### src/design/lshp_map.svh
// Constants for the light sensor host port: bus address, pointer fields,
// result values and timing counts. Definitions only; included by name.
`ifndef LSHP_MAP_SVH
`define LSHP_MAP_SVH
`define LSHP_SLAVE_ADDR     7'h5A
`define LSHP_GCALL_ADDR     7'h00
`define LSHP_GCALL_RESET    8'h06
`define LSHP_PTR_IDX_MSB    5
`define LSHP_PTR_STEP_BIT   6
`define LSHP_RESULT_OVF     16'hFFFF
`define LSHP_CMD_NOP        8'h00
`define LSHP_INT_TIME_NS0   25600
`define LSHP_INT_TIME_NS1   410000
`define LSHP_INT_TIME_NS2   3280000
`define LSHP_CLK_PERIOD_NS  50
`define LSHP_INIT_CYCLES    16
`endif

### src/design/lshp_pkg.sv
// Types shared by the light sensor host port files.
// Assumes the map header is compiled alongside.
package lshp_pkg;
   typedef enum logic [2:0] {
      LSHP_IDLE, LSHP_ADDR, LSHP_ACK, LSHP_WDATA, LSHP_RDATA, LSHP_RACK,
      LSHP_SKIP
   } lshp_bus_t;
   typedef enum logic [1:0] {
      LSHP_ITIME_SHORT, LSHP_ITIME_MID, LSHP_ITIME_LONG
   } lshp_itime_t;
endpackage

### src/design/lshp_als_report.sv
// Ambient light result path: overflow mapping, threshold window, interrupt
// source. Assumes a one-cycle sample strobe from the converter side.
`timescale 1ns/1ns
`default_nettype none
`include "lshp_map.svh"
module lshp_als_report (
   input  wire logic        clk,
   input  wire logic        rstn,
   input  wire logic        sampleValid,
   input  wire logic        sampleIr,
   input  wire logic [15:0] sampleData,
   input  wire logic        sampleSat,
   input  wire logic        irEnable,
   input  wire logic        everySample,
   input  wire logic        windowOnIr,
   input  wire logic [15:0] thrLow,
   input  wire logic [15:0] thrHigh,
   output var  logic [15:0] visResult,
   output var  logic [15:0] irResult,
   output logic             resultEvent,
   output logic             alsIrq
);
   logic [15:0] value;
   logic        take;
   logic        onWindow;
   logic        outside;
   // Saturated samples report full scale; not held across samples
   assign value    = sampleSat ? `LSHP_RESULT_OVF : sampleData;
   // IR samples are dropped while the channel is deselected
   assign take     = sampleValid && (!sampleIr || irEnable);
   assign onWindow = (sampleIr == windowOnIr);
   assign outside  = (value < thrLow) || (value > thrHigh);
   assign resultEvent = take;
   assign alsIrq   = take && (everySample || (onWindow && outside));

   always_ff @(posedge clk) begin
      if (!rstn) begin
         visResult <= 16'h0000;
         irResult  <= 16'h0000;
      end else if (take && sampleIr) begin
         irResult  <= value;
      end else if (take) begin
         visResult <= value;
      end
   end

   property p_ovf_value;
      @(posedge clk) disable iff (!rstn)
      (take && sampleSat && !sampleIr) |=> visResult == `LSHP_RESULT_OVF;
   endproperty
   a_ovf_value: assert property (p_ovf_value) else $error("no full scale");
   property p_not_held;
      @(posedge clk) disable iff (!rstn)
      (take && !sampleSat && !sampleIr) |=> visResult == $past(sampleData);
   endproperty
   a_not_held: assert property (p_not_held) else $error("result held");
   property p_window_quiet;
      @(posedge clk) disable iff (!rstn)
      (take && !everySample && value >= thrLow && value <= thrHigh)
         |-> !alsIrq;
   endproperty
   a_window_quiet: assert property (p_window_quiet) else $error("irq in win");
   property p_one_channel;
      @(posedge clk) disable iff (!rstn)
      (take && !everySample && sampleIr != windowOnIr) |-> !alsIrq;
   endproperty
   a_one_channel: assert property (p_one_channel) else $error("wrong chan");
   property p_every;
      @(posedge clk) disable iff (!rstn)
      (take && everySample) |-> alsIrq;
   endproperty
   a_every: assert property (p_every) else $error("no sample irq");
   property p_ir_skip;
      @(posedge clk) disable iff (!rstn)
      (sampleValid && sampleIr && !irEnable) |=> $stable(irResult);
   endproperty
   a_ir_skip: assert property (p_ir_skip) else $error("ir not skipped");
   c_irq: cover property (@(posedge clk) alsIrq && !everySample);
endmodule // lshp_als_report
`default_nettype wire

### src/design/lshp_host_port.sv
// Host port of the light sensor: I2C slave with register pointer, open-drain
// interrupt pin, ambient result reporting and conversion configuration.
// Assumes SCL/SDA/INT are pins outside the clock domain; clk well above SCL.
`timescale 1ns/1ns
`default_nettype none
`include "lshp_map.svh"
module lshp_host_port #(
   parameter int RATE_W = 16
) (
   input  wire logic              clk,
   input  wire logic              rstn,
   input  wire logic              sclIn,
   input  wire logic              sdaIn,
   output logic                   sdaOut,
   output logic                   sdaOe,
   output logic                   intOut,
   output logic                   intOe,
   // Register file side
   output var  logic [5:0]        regIndex,
   output var  logic [7:0]        regWrData,
   output var  logic              regWrStrobe,
   output logic                   regRdStrobe,
   input  wire logic [7:0]        regRdData,
   output var  logic              gcallReset,
   // Commands and reply
   input  wire logic              cmdValid,
   input  wire logic [7:0]        cmdCode,
   output logic                   cmdAccept,
   output var  logic              replyOverflow,
   // Ambient conversion configuration and results
   input  wire logic              sampleValid,
   input  wire logic              sampleIr,
   input  wire logic [15:0]       sampleData,
   input  wire logic              sampleSat,
   input  wire logic              irEnable,
   input  wire logic              autoMode,
   input  wire logic              everySample,
   input  wire logic              windowOnIr,
   input  wire logic [15:0]       thrLow,
   input  wire logic [15:0]       thrHigh,
   input  wire logic              irqClear,
   input  wire logic [RATE_W-1:0] alsRate,
   input  wire logic [RATE_W-1:0] proxRate,
   input  wire lshp_pkg::lshp_itime_t visItime,
   input  wire lshp_pkg::lshp_itime_t irItime,
   output var  logic [RATE_W-1:0] alsRateOut,
   output var  logic [RATE_W-1:0] proxRateOut,
   output var  logic [31:0]       visItimeCycles,
   output var  logic [31:0]       irItimeCycles,
   output var  logic [15:0]       visResult,
   output var  logic [15:0]       irResult,
   output var  logic              initDone
);
   //****************************************************************
   // Pin sampling
   //****************************************************************
   logic sclS;
   logic sdaS;
   logic sclPrev_r;
   logic sdaPrev_r;
   lshp_sync u_scl (.clk(clk), .rstn(rstn), .pinIn(sclIn), .pinSync(sclS));
   lshp_sync u_sda (.clk(clk), .rstn(rstn), .pinIn(sdaIn), .pinSync(sdaS));

   wire sclRise = sclS && !sclPrev_r;
   wire sclFall = !sclS && sclPrev_r;
   wire startCond = sclS && sclPrev_r && sdaPrev_r && !sdaS;
   wire stopCond  = sclS && sclPrev_r && !sdaPrev_r && sdaS;

   //****************************************************************
   // Byte engine
   //****************************************************************
   lshp_pkg::lshp_bus_t st_r;
   logic [7:0] shift_r;
   logic [3:0] bitCnt_r;
   logic       isRead_r;
   logic       isGcall_r;
   logic       gotPtr_r;
   logic       stepInhibit_r;
   logic       ackDrive_r;
   logic       sdaDrive_r;

   wire [7:0] rxByte = {shift_r[6:0], sdaS};
   wire addrOwn   = rxByte[7:1] == `LSHP_SLAVE_ADDR;
   wire addrGcall = rxByte[7:1] == `LSHP_GCALL_ADDR && !rxByte[0];
   wire byteDone  = sclRise && bitCnt_r == 4'd7;
   wire stepPtr   = !stepInhibit_r;
   // Read byte is fetched on the fall that ends the ack slot, so its first
   // bit stands on SDA before the master raises SCL again
   wire rdLoad    = sclFall && ((st_r == lshp_pkg::LSHP_ACK && ackDrive_r &&
                    isRead_r) || (st_r == lshp_pkg::LSHP_RACK &&
                    bitCnt_r == 4'd0));

   function automatic logic [5:0] nextIndex(input logic [5:0] idx,
                                            input logic step);
      nextIndex = step ? idx + 6'd1 : idx;
   endfunction

   assign sdaOut = 1'b0;
   assign sdaOe  = ackDrive_r || sdaDrive_r;
   assign regRdStrobe = rdLoad;

   always_ff @(posedge clk) begin
      if (!rstn) begin
         sclPrev_r <= 1'b1;
         sdaPrev_r <= 1'b1;
      end else begin
         sclPrev_r <= sclS;
         sdaPrev_r <= sdaS;
      end
   end

   always_ff @(posedge clk) begin
      if (!rstn) begin
         st_r          <= lshp_pkg::LSHP_IDLE;
         shift_r       <= 8'h00;
         bitCnt_r      <= 4'd0;
         isRead_r      <= 1'b0;
         isGcall_r     <= 1'b0;
         gotPtr_r      <= 1'b0;
         stepInhibit_r <= 1'b0;
         ackDrive_r    <= 1'b0;
         sdaDrive_r    <= 1'b0;
         regIndex      <= 6'd0;
         regWrData     <= 8'h00;
         regWrStrobe   <= 1'b0;
         gcallReset    <= 1'b0;
      end else begin
         regWrStrobe <= 1'b0;
         gcallReset  <= 1'b0;
         if (startCond) begin
            st_r       <= lshp_pkg::LSHP_ADDR;
            bitCnt_r   <= 4'd0;
            gotPtr_r   <= 1'b0;
            ackDrive_r <= 1'b0;
            sdaDrive_r <= 1'b0;
         end else if (stopCond) begin
            // Pointer is kept so a later read resumes from it
            st_r       <= lshp_pkg::LSHP_IDLE;
            ackDrive_r <= 1'b0;
            sdaDrive_r <= 1'b0;
         end else begin
            unique case (st_r)
               lshp_pkg::LSHP_IDLE, lshp_pkg::LSHP_SKIP: begin
               end
               lshp_pkg::LSHP_ADDR: begin
                  if (sclRise) begin
                     shift_r  <= rxByte;
                     bitCnt_r <= bitCnt_r + 4'd1;
                  end
                  if (byteDone) begin
                     bitCnt_r  <= 4'd0;
                     isRead_r  <= rxByte[0];
                     isGcall_r <= addrGcall;
                     st_r      <= (addrOwn || addrGcall) ?
                                  lshp_pkg::LSHP_ACK : lshp_pkg::LSHP_SKIP;
                  end
               end
               lshp_pkg::LSHP_ACK: begin
                  // Written byte was strobed on entry; step past it here
                  if (regWrStrobe) begin
                     regIndex <= nextIndex(regIndex, stepPtr);
                  end
                  if (sclFall && !ackDrive_r) begin
                     ackDrive_r <= 1'b1;
                  end else if (sclFall) begin
                     ackDrive_r <= 1'b0;
                     if (isRead_r) begin
                        st_r       <= lshp_pkg::LSHP_RDATA;
                        shift_r    <= regRdData;
                        sdaDrive_r <= !regRdData[7];
                     end else begin
                        st_r <= lshp_pkg::LSHP_WDATA;
                     end
                  end
               end
               lshp_pkg::LSHP_WDATA: begin
                  if (sclRise) begin
                     shift_r  <= rxByte;
                     bitCnt_r <= bitCnt_r + 4'd1;
                  end
                  if (byteDone) begin
                     bitCnt_r <= 4'd0;
                     st_r     <= lshp_pkg::LSHP_ACK;
                     isRead_r <= 1'b0;
                     if (isGcall_r) begin
                        gcallReset <= rxByte == `LSHP_GCALL_RESET;
                     end else if (!gotPtr_r) begin
                        // Pointer load only; no register written
                        gotPtr_r      <= 1'b1;
                        regIndex      <= rxByte[`LSHP_PTR_IDX_MSB:0];
                        stepInhibit_r <= rxByte[`LSHP_PTR_STEP_BIT];
                     end else begin
                        regWrData   <= rxByte;
                        regWrStrobe <= 1'b1;
                     end
                  end
               end
               lshp_pkg::LSHP_RDATA: begin
                  sdaDrive_r <= !shift_r[7] && bitCnt_r < 4'd8;
                  if (sclFall) begin
                     // Next bit goes out on the edge of the shift itself;
                     // waiting a cycle eats most of the SCL low time
                     shift_r    <= {shift_r[6:0], 1'b0};
                     sdaDrive_r <= !shift_r[6];
                     bitCnt_r   <= bitCnt_r + 4'd1;
                     if (bitCnt_r == 4'd7) begin
                        st_r       <= lshp_pkg::LSHP_RACK;
                        sdaDrive_r <= 1'b0;
                        regIndex   <= nextIndex(regIndex, stepPtr);
                     end
                  end
               end
               lshp_pkg::LSHP_RACK: begin
                  // Master NACK ends the burst; ACK loads the next byte
                  if (sclRise) begin
                     bitCnt_r <= 4'd0;
                     if (sdaS) begin
                        st_r <= lshp_pkg::LSHP_SKIP;
                     end
                  end
                  if (rdLoad) begin
                     st_r       <= lshp_pkg::LSHP_RDATA;
                     shift_r    <= regRdData;
                     sdaDrive_r <= !regRdData[7];
                  end
               end
               default: st_r <= lshp_pkg::LSHP_IDLE;
            endcase
         end
      end
   end

   //****************************************************************
   // Interrupt pin, init, overflow reply, configuration
   //****************************************************************
   logic [4:0] initCnt_r;
   logic       irqPend_r;
   logic       alsIrq;
   logic       resultEvent;
   wire        ovfEvent = resultEvent && sampleSat;
   wire        nopCmd   = cmdValid && cmdCode == `LSHP_CMD_NOP;

   // Commands are never refused, even with overflow pending
   assign cmdAccept = cmdValid;
   // Pin stays an input until initialization has completed
   assign intOe  = initDone && irqPend_r;
   assign intOut = 1'b0;

   function automatic logic [31:0] itimeCycles(input lshp_pkg::lshp_itime_t t);
      unique case (t)
         lshp_pkg::LSHP_ITIME_MID:
            itimeCycles = `LSHP_INT_TIME_NS1 / `LSHP_CLK_PERIOD_NS;
         lshp_pkg::LSHP_ITIME_LONG:
            itimeCycles = `LSHP_INT_TIME_NS2 / `LSHP_CLK_PERIOD_NS;
         default:
            itimeCycles = `LSHP_INT_TIME_NS0 / `LSHP_CLK_PERIOD_NS;
      endcase
   endfunction

   lshp_als_report u_als (
      .clk         (clk),
      .rstn        (rstn),
      .sampleValid (sampleValid),
      .sampleIr    (sampleIr),
      .sampleData  (sampleData),
      .sampleSat   (sampleSat),
      .irEnable    (irEnable),
      .everySample (everySample),
      .windowOnIr  (windowOnIr),
      .thrLow      (thrLow),
      .thrHigh     (thrHigh),
      .visResult   (visResult),
      .irResult    (irResult),
      .resultEvent (resultEvent),
      .alsIrq      (alsIrq)
   );

   always_ff @(posedge clk) begin
      if (!rstn) begin
         initCnt_r      <= 5'd0;
         initDone       <= 1'b0;
         irqPend_r      <= 1'b0;
         replyOverflow  <= 1'b0;
         alsRateOut     <= '0;
         proxRateOut    <= '0;
         visItimeCycles <= `LSHP_INT_TIME_NS0 / `LSHP_CLK_PERIOD_NS;
         irItimeCycles  <= `LSHP_INT_TIME_NS0 / `LSHP_CLK_PERIOD_NS;
      end else begin
         if (!initDone) begin
            initCnt_r <= initCnt_r + 5'd1;
            initDone  <= initCnt_r == 5'(`LSHP_INIT_CYCLES - 1);
         end
         // Set wins over a same-cycle clear
         if (autoMode && alsIrq) begin
            irqPend_r <= 1'b1;
         end else if (irqClear) begin
            irqPend_r <= 1'b0;
         end
         if (ovfEvent) begin
            replyOverflow <= 1'b1;
         end else if (nopCmd) begin
            replyOverflow <= 1'b0;
         end
         alsRateOut     <= alsRate;
         proxRateOut    <= proxRate;
         visItimeCycles <= itimeCycles(visItime);
         irItimeCycles  <= itimeCycles(irItime);
      end
   end

   //****************************************************************
   // Checks
   //****************************************************************
   property p_int_input;
      @(posedge clk) disable iff (!rstn) !initDone |-> !intOe;
   endproperty
   a_int_input: assert property (p_int_input) else $error("int driven early");
   property p_ovf_sticky;
      @(posedge clk) disable iff (!rstn)
      (replyOverflow && !nopCmd) |=> replyOverflow;
   endproperty
   a_ovf_sticky: assert property (p_ovf_sticky) else $error("ovf lost");
   property p_ovf_clear;
      @(posedge clk) disable iff (!rstn)
      (nopCmd && !ovfEvent) |=> !replyOverflow;
   endproperty
   a_ovf_clear: assert property (p_ovf_clear) else $error("nop no clear");
   property p_cmd_run;
      @(posedge clk) disable iff (!rstn) cmdValid |-> cmdAccept;
   endproperty
   a_cmd_run: assert property (p_cmd_run) else $error("cmd refused");
   property p_ptr_stop;
      @(posedge clk) disable iff (!rstn) stopCond |=> $stable(regIndex);
   endproperty
   a_ptr_stop: assert property (p_ptr_stop) else $error("ptr moved");
   property p_inhibit;
      @(posedge clk) disable iff (!rstn)
      (st_r == lshp_pkg::LSHP_RDATA && stepInhibit_r && !startCond)
         |=> $stable(regIndex);
   endproperty
   a_inhibit: assert property (p_inhibit) else $error("ptr stepped");
   property p_rd_first;
      @(posedge clk) disable iff (!rstn)
      rdLoad |=> sdaOe == !$past(regRdData[7]);
   endproperty
   a_rd_first: assert property (p_rd_first) else $error("late bit");
   property p_ptr_load;
      @(posedge clk) disable iff (!rstn)
      (st_r == lshp_pkg::LSHP_WDATA && byteDone && !gotPtr_r && !isGcall_r
         && !startCond && !stopCond)
         |=> regIndex == $past(rxByte[5:0]) && !regWrStrobe;
   endproperty
   a_ptr_load: assert property (p_ptr_load) else $error("ptr not loaded");
   property p_itime;
      @(posedge clk) disable iff (!rstn)
      visItime == lshp_pkg::LSHP_ITIME_SHORT |=> visItimeCycles == 32'd512;
   endproperty
   a_itime: assert property (p_itime) else $error("bad itime");
   c_write: cover property (@(posedge clk) regWrStrobe);
   c_read:  cover property (@(posedge clk) regRdStrobe);
   c_gcall: cover property (@(posedge clk) gcallReset);
   c_ovf:   cover property (@(posedge clk) replyOverflow && nopCmd);
endmodule // lshp_host_port
`default_nettype wire

### src/design/lshp_sync.sv
// Two-flop synchroniser for a pin input.
// Assumes clk is the block clock; the output lags the pin by two edges.
`timescale 1ns/1ns
`default_nettype none
module lshp_sync (
   input  wire logic clk,
   input  wire logic rstn,
   input  wire logic pinIn,
   output var  logic pinSync
);
   logic firstStage_r;
   always_ff @(posedge clk) begin
      if (!rstn) begin
         firstStage_r <= 1'b1;
         pinSync      <= 1'b1;
      end else begin
         firstStage_r <= pinIn;
         pinSync      <= firstStage_r;
      end
   end
endmodule // lshp_sync
`default_nettype wire

### config.mk
export PLATFORM = sky130hd
export DESIGN_NAME = lshp_host_port
export DESIGN_NICKNAME = d
export VERILOG_FILES = /design/src/design/lshp_pkg.sv /design/src/design/lshp_als_report.sv /design/src/design/lshp_host_port.sv /design/src/design/lshp_sync.sv
export VERILOG_INCLUDE_DIRS = /design/src /design/src/design
export SDC_FILE = /design/constraint.sdc
export NUM_CORES = 1
export LEC_CHECK = 0
export BUFFER_PORTS_ARGS = -buffer_cell sky130_fd_sc_hd__buf_4
export CAP_MARGIN = 20
export CORE_MARGIN = 3
export CORE_UTILIZATION = 30
export CTS_CLUSTER_DIAMETER = 50
export CTS_CLUSTER_SIZE = 28
export DETAILED_ROUTE_END_ITERATION = 10
export HOLD_SLACK_MARGIN = 0.12
export MAX_ROUTING_LAYER = met4
export PLACE_DENSITY_LB_ADDON = 0.05
export SLEW_MARGIN = 40
export SYNTH_ARGS = -nofsm -noshare
export SYNTH_HDL_FRONTEND = slang
export SYNTH_SLANG_ARGS = --single-unit
### constraint.sdc
create_clock -name clk -period 2.3 [get_ports clk]
set_input_delay 0.115 -clock clk [delete_from_list [all_inputs] [get_ports clk]]
set_output_delay 0.115 -clock clk [all_outputs]
set_load 0.05 [all_outputs]
==> results.py <==
metrics = {
    "grt": {
        "overflow": 0,
        "grt_pass1_vias": 6004,
        "grt_max_degree": 46,
        "antenna_found_initial": 2,
        "track_usage_pct": 17.4,
        "grt_pass1_wl_microns": 29900,
    },
    "synthesis": {
        "synth_top_area_cell": "dfxtp_1",
        "synthCells": 716,
        "synth_area_leaders": "dfxtp_1 39%, ha_1 8.0%, buf_4 7.6%, o211a_1 6.3%, nand2_1 5.3%",
        "synth.top_cell.area_share_pct": 38.8,
        "synth_edf_count": 0,
        "ys_ff_latch": 121,
        "syn_avg_cell_area_sq_um": 8.72,
        "synth_cell_type_count": 65,
        "yosysWarnings": 0,
        "yosysSeqAreaShare_pct": 38.8,
        "netlist_area_sq_um": 6250,
        "async_flop_share_pct": 0,
        "synth_flop_cell": "dfxtp_1",
    },
    "sta": {
        "setup_viol": 0,
        "slew_headroom_pct": 59.7,
        "rsz0062_at_grt": "false",
        "final.setup.tns_ps": 0,
        "worstMarginPinSlew_ps": 605,
        "layout_setup_ws_ps": 120,
        "final.period_utilization_pct": 94.8,
        "hold_viol": 0,
        "max_freq_mhz": 459,
        "clock-skew-final_ps": 11.0,
        "period_needed_ps": 2180,
        "finalMaxSlewViolations": 0,
    },
    "route": {
        "ant_nets": 0,
        "met3WireLength_microns": 1450,
        "wl_met1_microns": 7690,
        "drtIter0Drc": 244,
        "detailroute.via_count": 5746,
        "wl_per_cell_microns": 15.1,
        "first_pass_iters": 4,
        "via_per_inst": 4.49,
        "wl_met2_microns": 9830,
        "routed.top_layer": "met4",
        "wl_microns": 19300,
        "drc_errors": 0,
    },
    "cts": {
        "cts_setup_buffers": 0,
        "cts_tree": "yes",
        "h-tree-depth": 4,
        "cts.sinks": 121,
        "clk_latency_ps": 420,
        "root_buffer": "clkbuf_16",
        "cts_buffers": 17,
        "cts_buffer_depth": 2,
        "clkTransAtPathRegs_ps": 60,
    },
    "power_and_ir_drop": {
        "power_mw": 6.23,
        "p_leak_nw": 4.59,
        "vdd_ir_drop_max_mv": 0.560,
        "power.density_nw_per_um2": 676,
    },
    "critical_path": {
        "cp.required_ps": 2610,
        "r2r-start": "bitCnt_r[0]",
        "crit_fanout": 3,
        "rr_worst_depth": 7,
        "endpoint_kind": "register",
        "r2r-end": "regIndex[0]",
        "cp.arrival_ps": 2490,
        "crit_path_start_kind": "input port",
        "crit_type": "input port to register",
        "rrSetupSlack_ps": 240,
    },
    "final_layout": {
        "fillCellCount": 1972,
        "mostFrequentLayoutCells": "229 x buf_4, 120 x dfxtp_1, 89 x nand2_1",
        "syn_to_final_growth_pct": 47.6,
        "drive_gt1_share_pct": 27.4,
        "post-route-util_pct": 45.3,
        "fin_cells": 1279,
        "nets": 1147,
        "final_common_cell": "buf_4",
    },
    "placement": {
        "pre_cts_slack_ps": 83.8,
        "dpl.cell_count": 1177,
        "gp_congestion": 0.939,
        "dp_hpwl_microns": 14800,
        "port_buffers": 208,
    },
    "run_status": {
        "status": "complete, no violations",
    },
    "job": {
        "maxCapViolCount": 0,
    },
    "floorplanning": {
        "pin_count": 265,
        "initial_core_util_pct": 30.7,
        "rows": 52,
        "die_h_microns": 150,
        "core_area_sq_um": 20400,
        "dieArea_sq_um": 22600,
        "die_w_microns": 150,
    },
    "worst_hold_path": {
        "hp-start": "regRdData[0]",
        "holdCritPathClass": "input port to register",
        "min_to": "shift_r[0]",
        "min_path_cells": 5,
    },
}
==> critical path, stage by stage <==
cell	delay, ps
dlygate4sd3_1	570
buf_4	140
nor2_1	200
inv_1	110
ha_1	300
nand2_1	70
nor2_1	190
nand4_1	190
a211oi_1	270
a211oi_1	80
o31ai_1	260
==> how the worst max path moves through the flow <==
stage                       end  slack [ps]      startpoint  cells past startpoint
finish                irqPend_r         120  sampleData[15]                     11
global route        bitCnt_r[3]           8     bitCnt_r[0]                      7
CTS                 regRdStrobe         100         st_r[2]                      8
detailed placement    irqPend_r          80       sampleSat                     10
global placement      irqPend_r         250       sampleSat                     10
floorplan             irqPend_r         310       sampleSat                     11
==> power by group <==
group / internal, mW / total (mW) / leakage, nW / switching (mW)
clock network: 1.74 / 2.76 / 0.290 / 1.02
registers: 2.18 / 2.23 / 0.993 / 0.0483
logic: 0.456 / 1.23 / 3.30 / 0.778
total: 4.38 / 6.23 / 4.59 / 1.85
==> per-layer routing <==
metal	vias up	GRT usage (%)
met5	-	-
met1	2670	19.3
met4	0	5.72
met3	19	5.90
met2	183	29.5
li1	2874	-
==> flip-flops by register name, summed over array words and instances (netlist names), 3 cells and up <==
register         count
alsRateOut          16
u_als.irResult      16
initCnt_r            5
u_als.visResult     16
shift_r              8
irItimeCycles        3
regIndex             6
visItimeCycles       3
st_r                 3
regWrData            8
bitCnt_r             4
proxRateOut         16
==> cell families after synthesis <==
logic type | after synthesis | synth area share [%]
buffers and inverters | 150 | 13.0
DFF | 121 | 38.8
muxes | 11 | 1.76
AOI/OAI and AO/OA | 133 | 16.3
adders and majority gates | 40 | 8.01
xor gates and xnor gates | 5 | 0.701
and+or+nand+nor | 255 | 21.4
other | 1 | 0.0600
==> stage by stage <==
step,hold slack (ps),cell area [sq um]
2_1_floorplan,216,6450
3_3_place_gp,311,7920
3_5_place_dp,310,7920
4_1_cts,142,9210
5_1_grt,180,9220
6_report,156,9220
==> final cells by class <==
cell class / count / area [sq um] / share of cell area (%)
multi-input cells: 500 / 3220 / 35.0
flip-flops and latches: 121 / 2420 / 26.3
repair buffers: 297 / 2400 / 26.0
clock buffers: 19 / 443 / 4.81
well taps: 270 / 338 / 3.66
inverters: 57 / 214 / 2.32
clock inverters: 13 / 170 / 1.85
diodes: 2 / 5.00 / 0.0543
==> synth_stat cells (14+ instances only) <==
cell type  count
nand2_1       89
a21oi_1       23
and2_1        44
nor2_1        38
nor3_1        14
o21ai_0       17
clkbuf_1      24
ha_1          40
dfxtp_1      121
o211a_1       39
buf_4         63
inv_1         57
==> what timing repair did <==
item                                   4_1_cts  5_1_grt
hold buffers                                68        0
setup endpoints to repair                    0        2
resized for setup                            0        2
endpoints found under the hold margin       85        0
(Power assumes the default switching activity.)
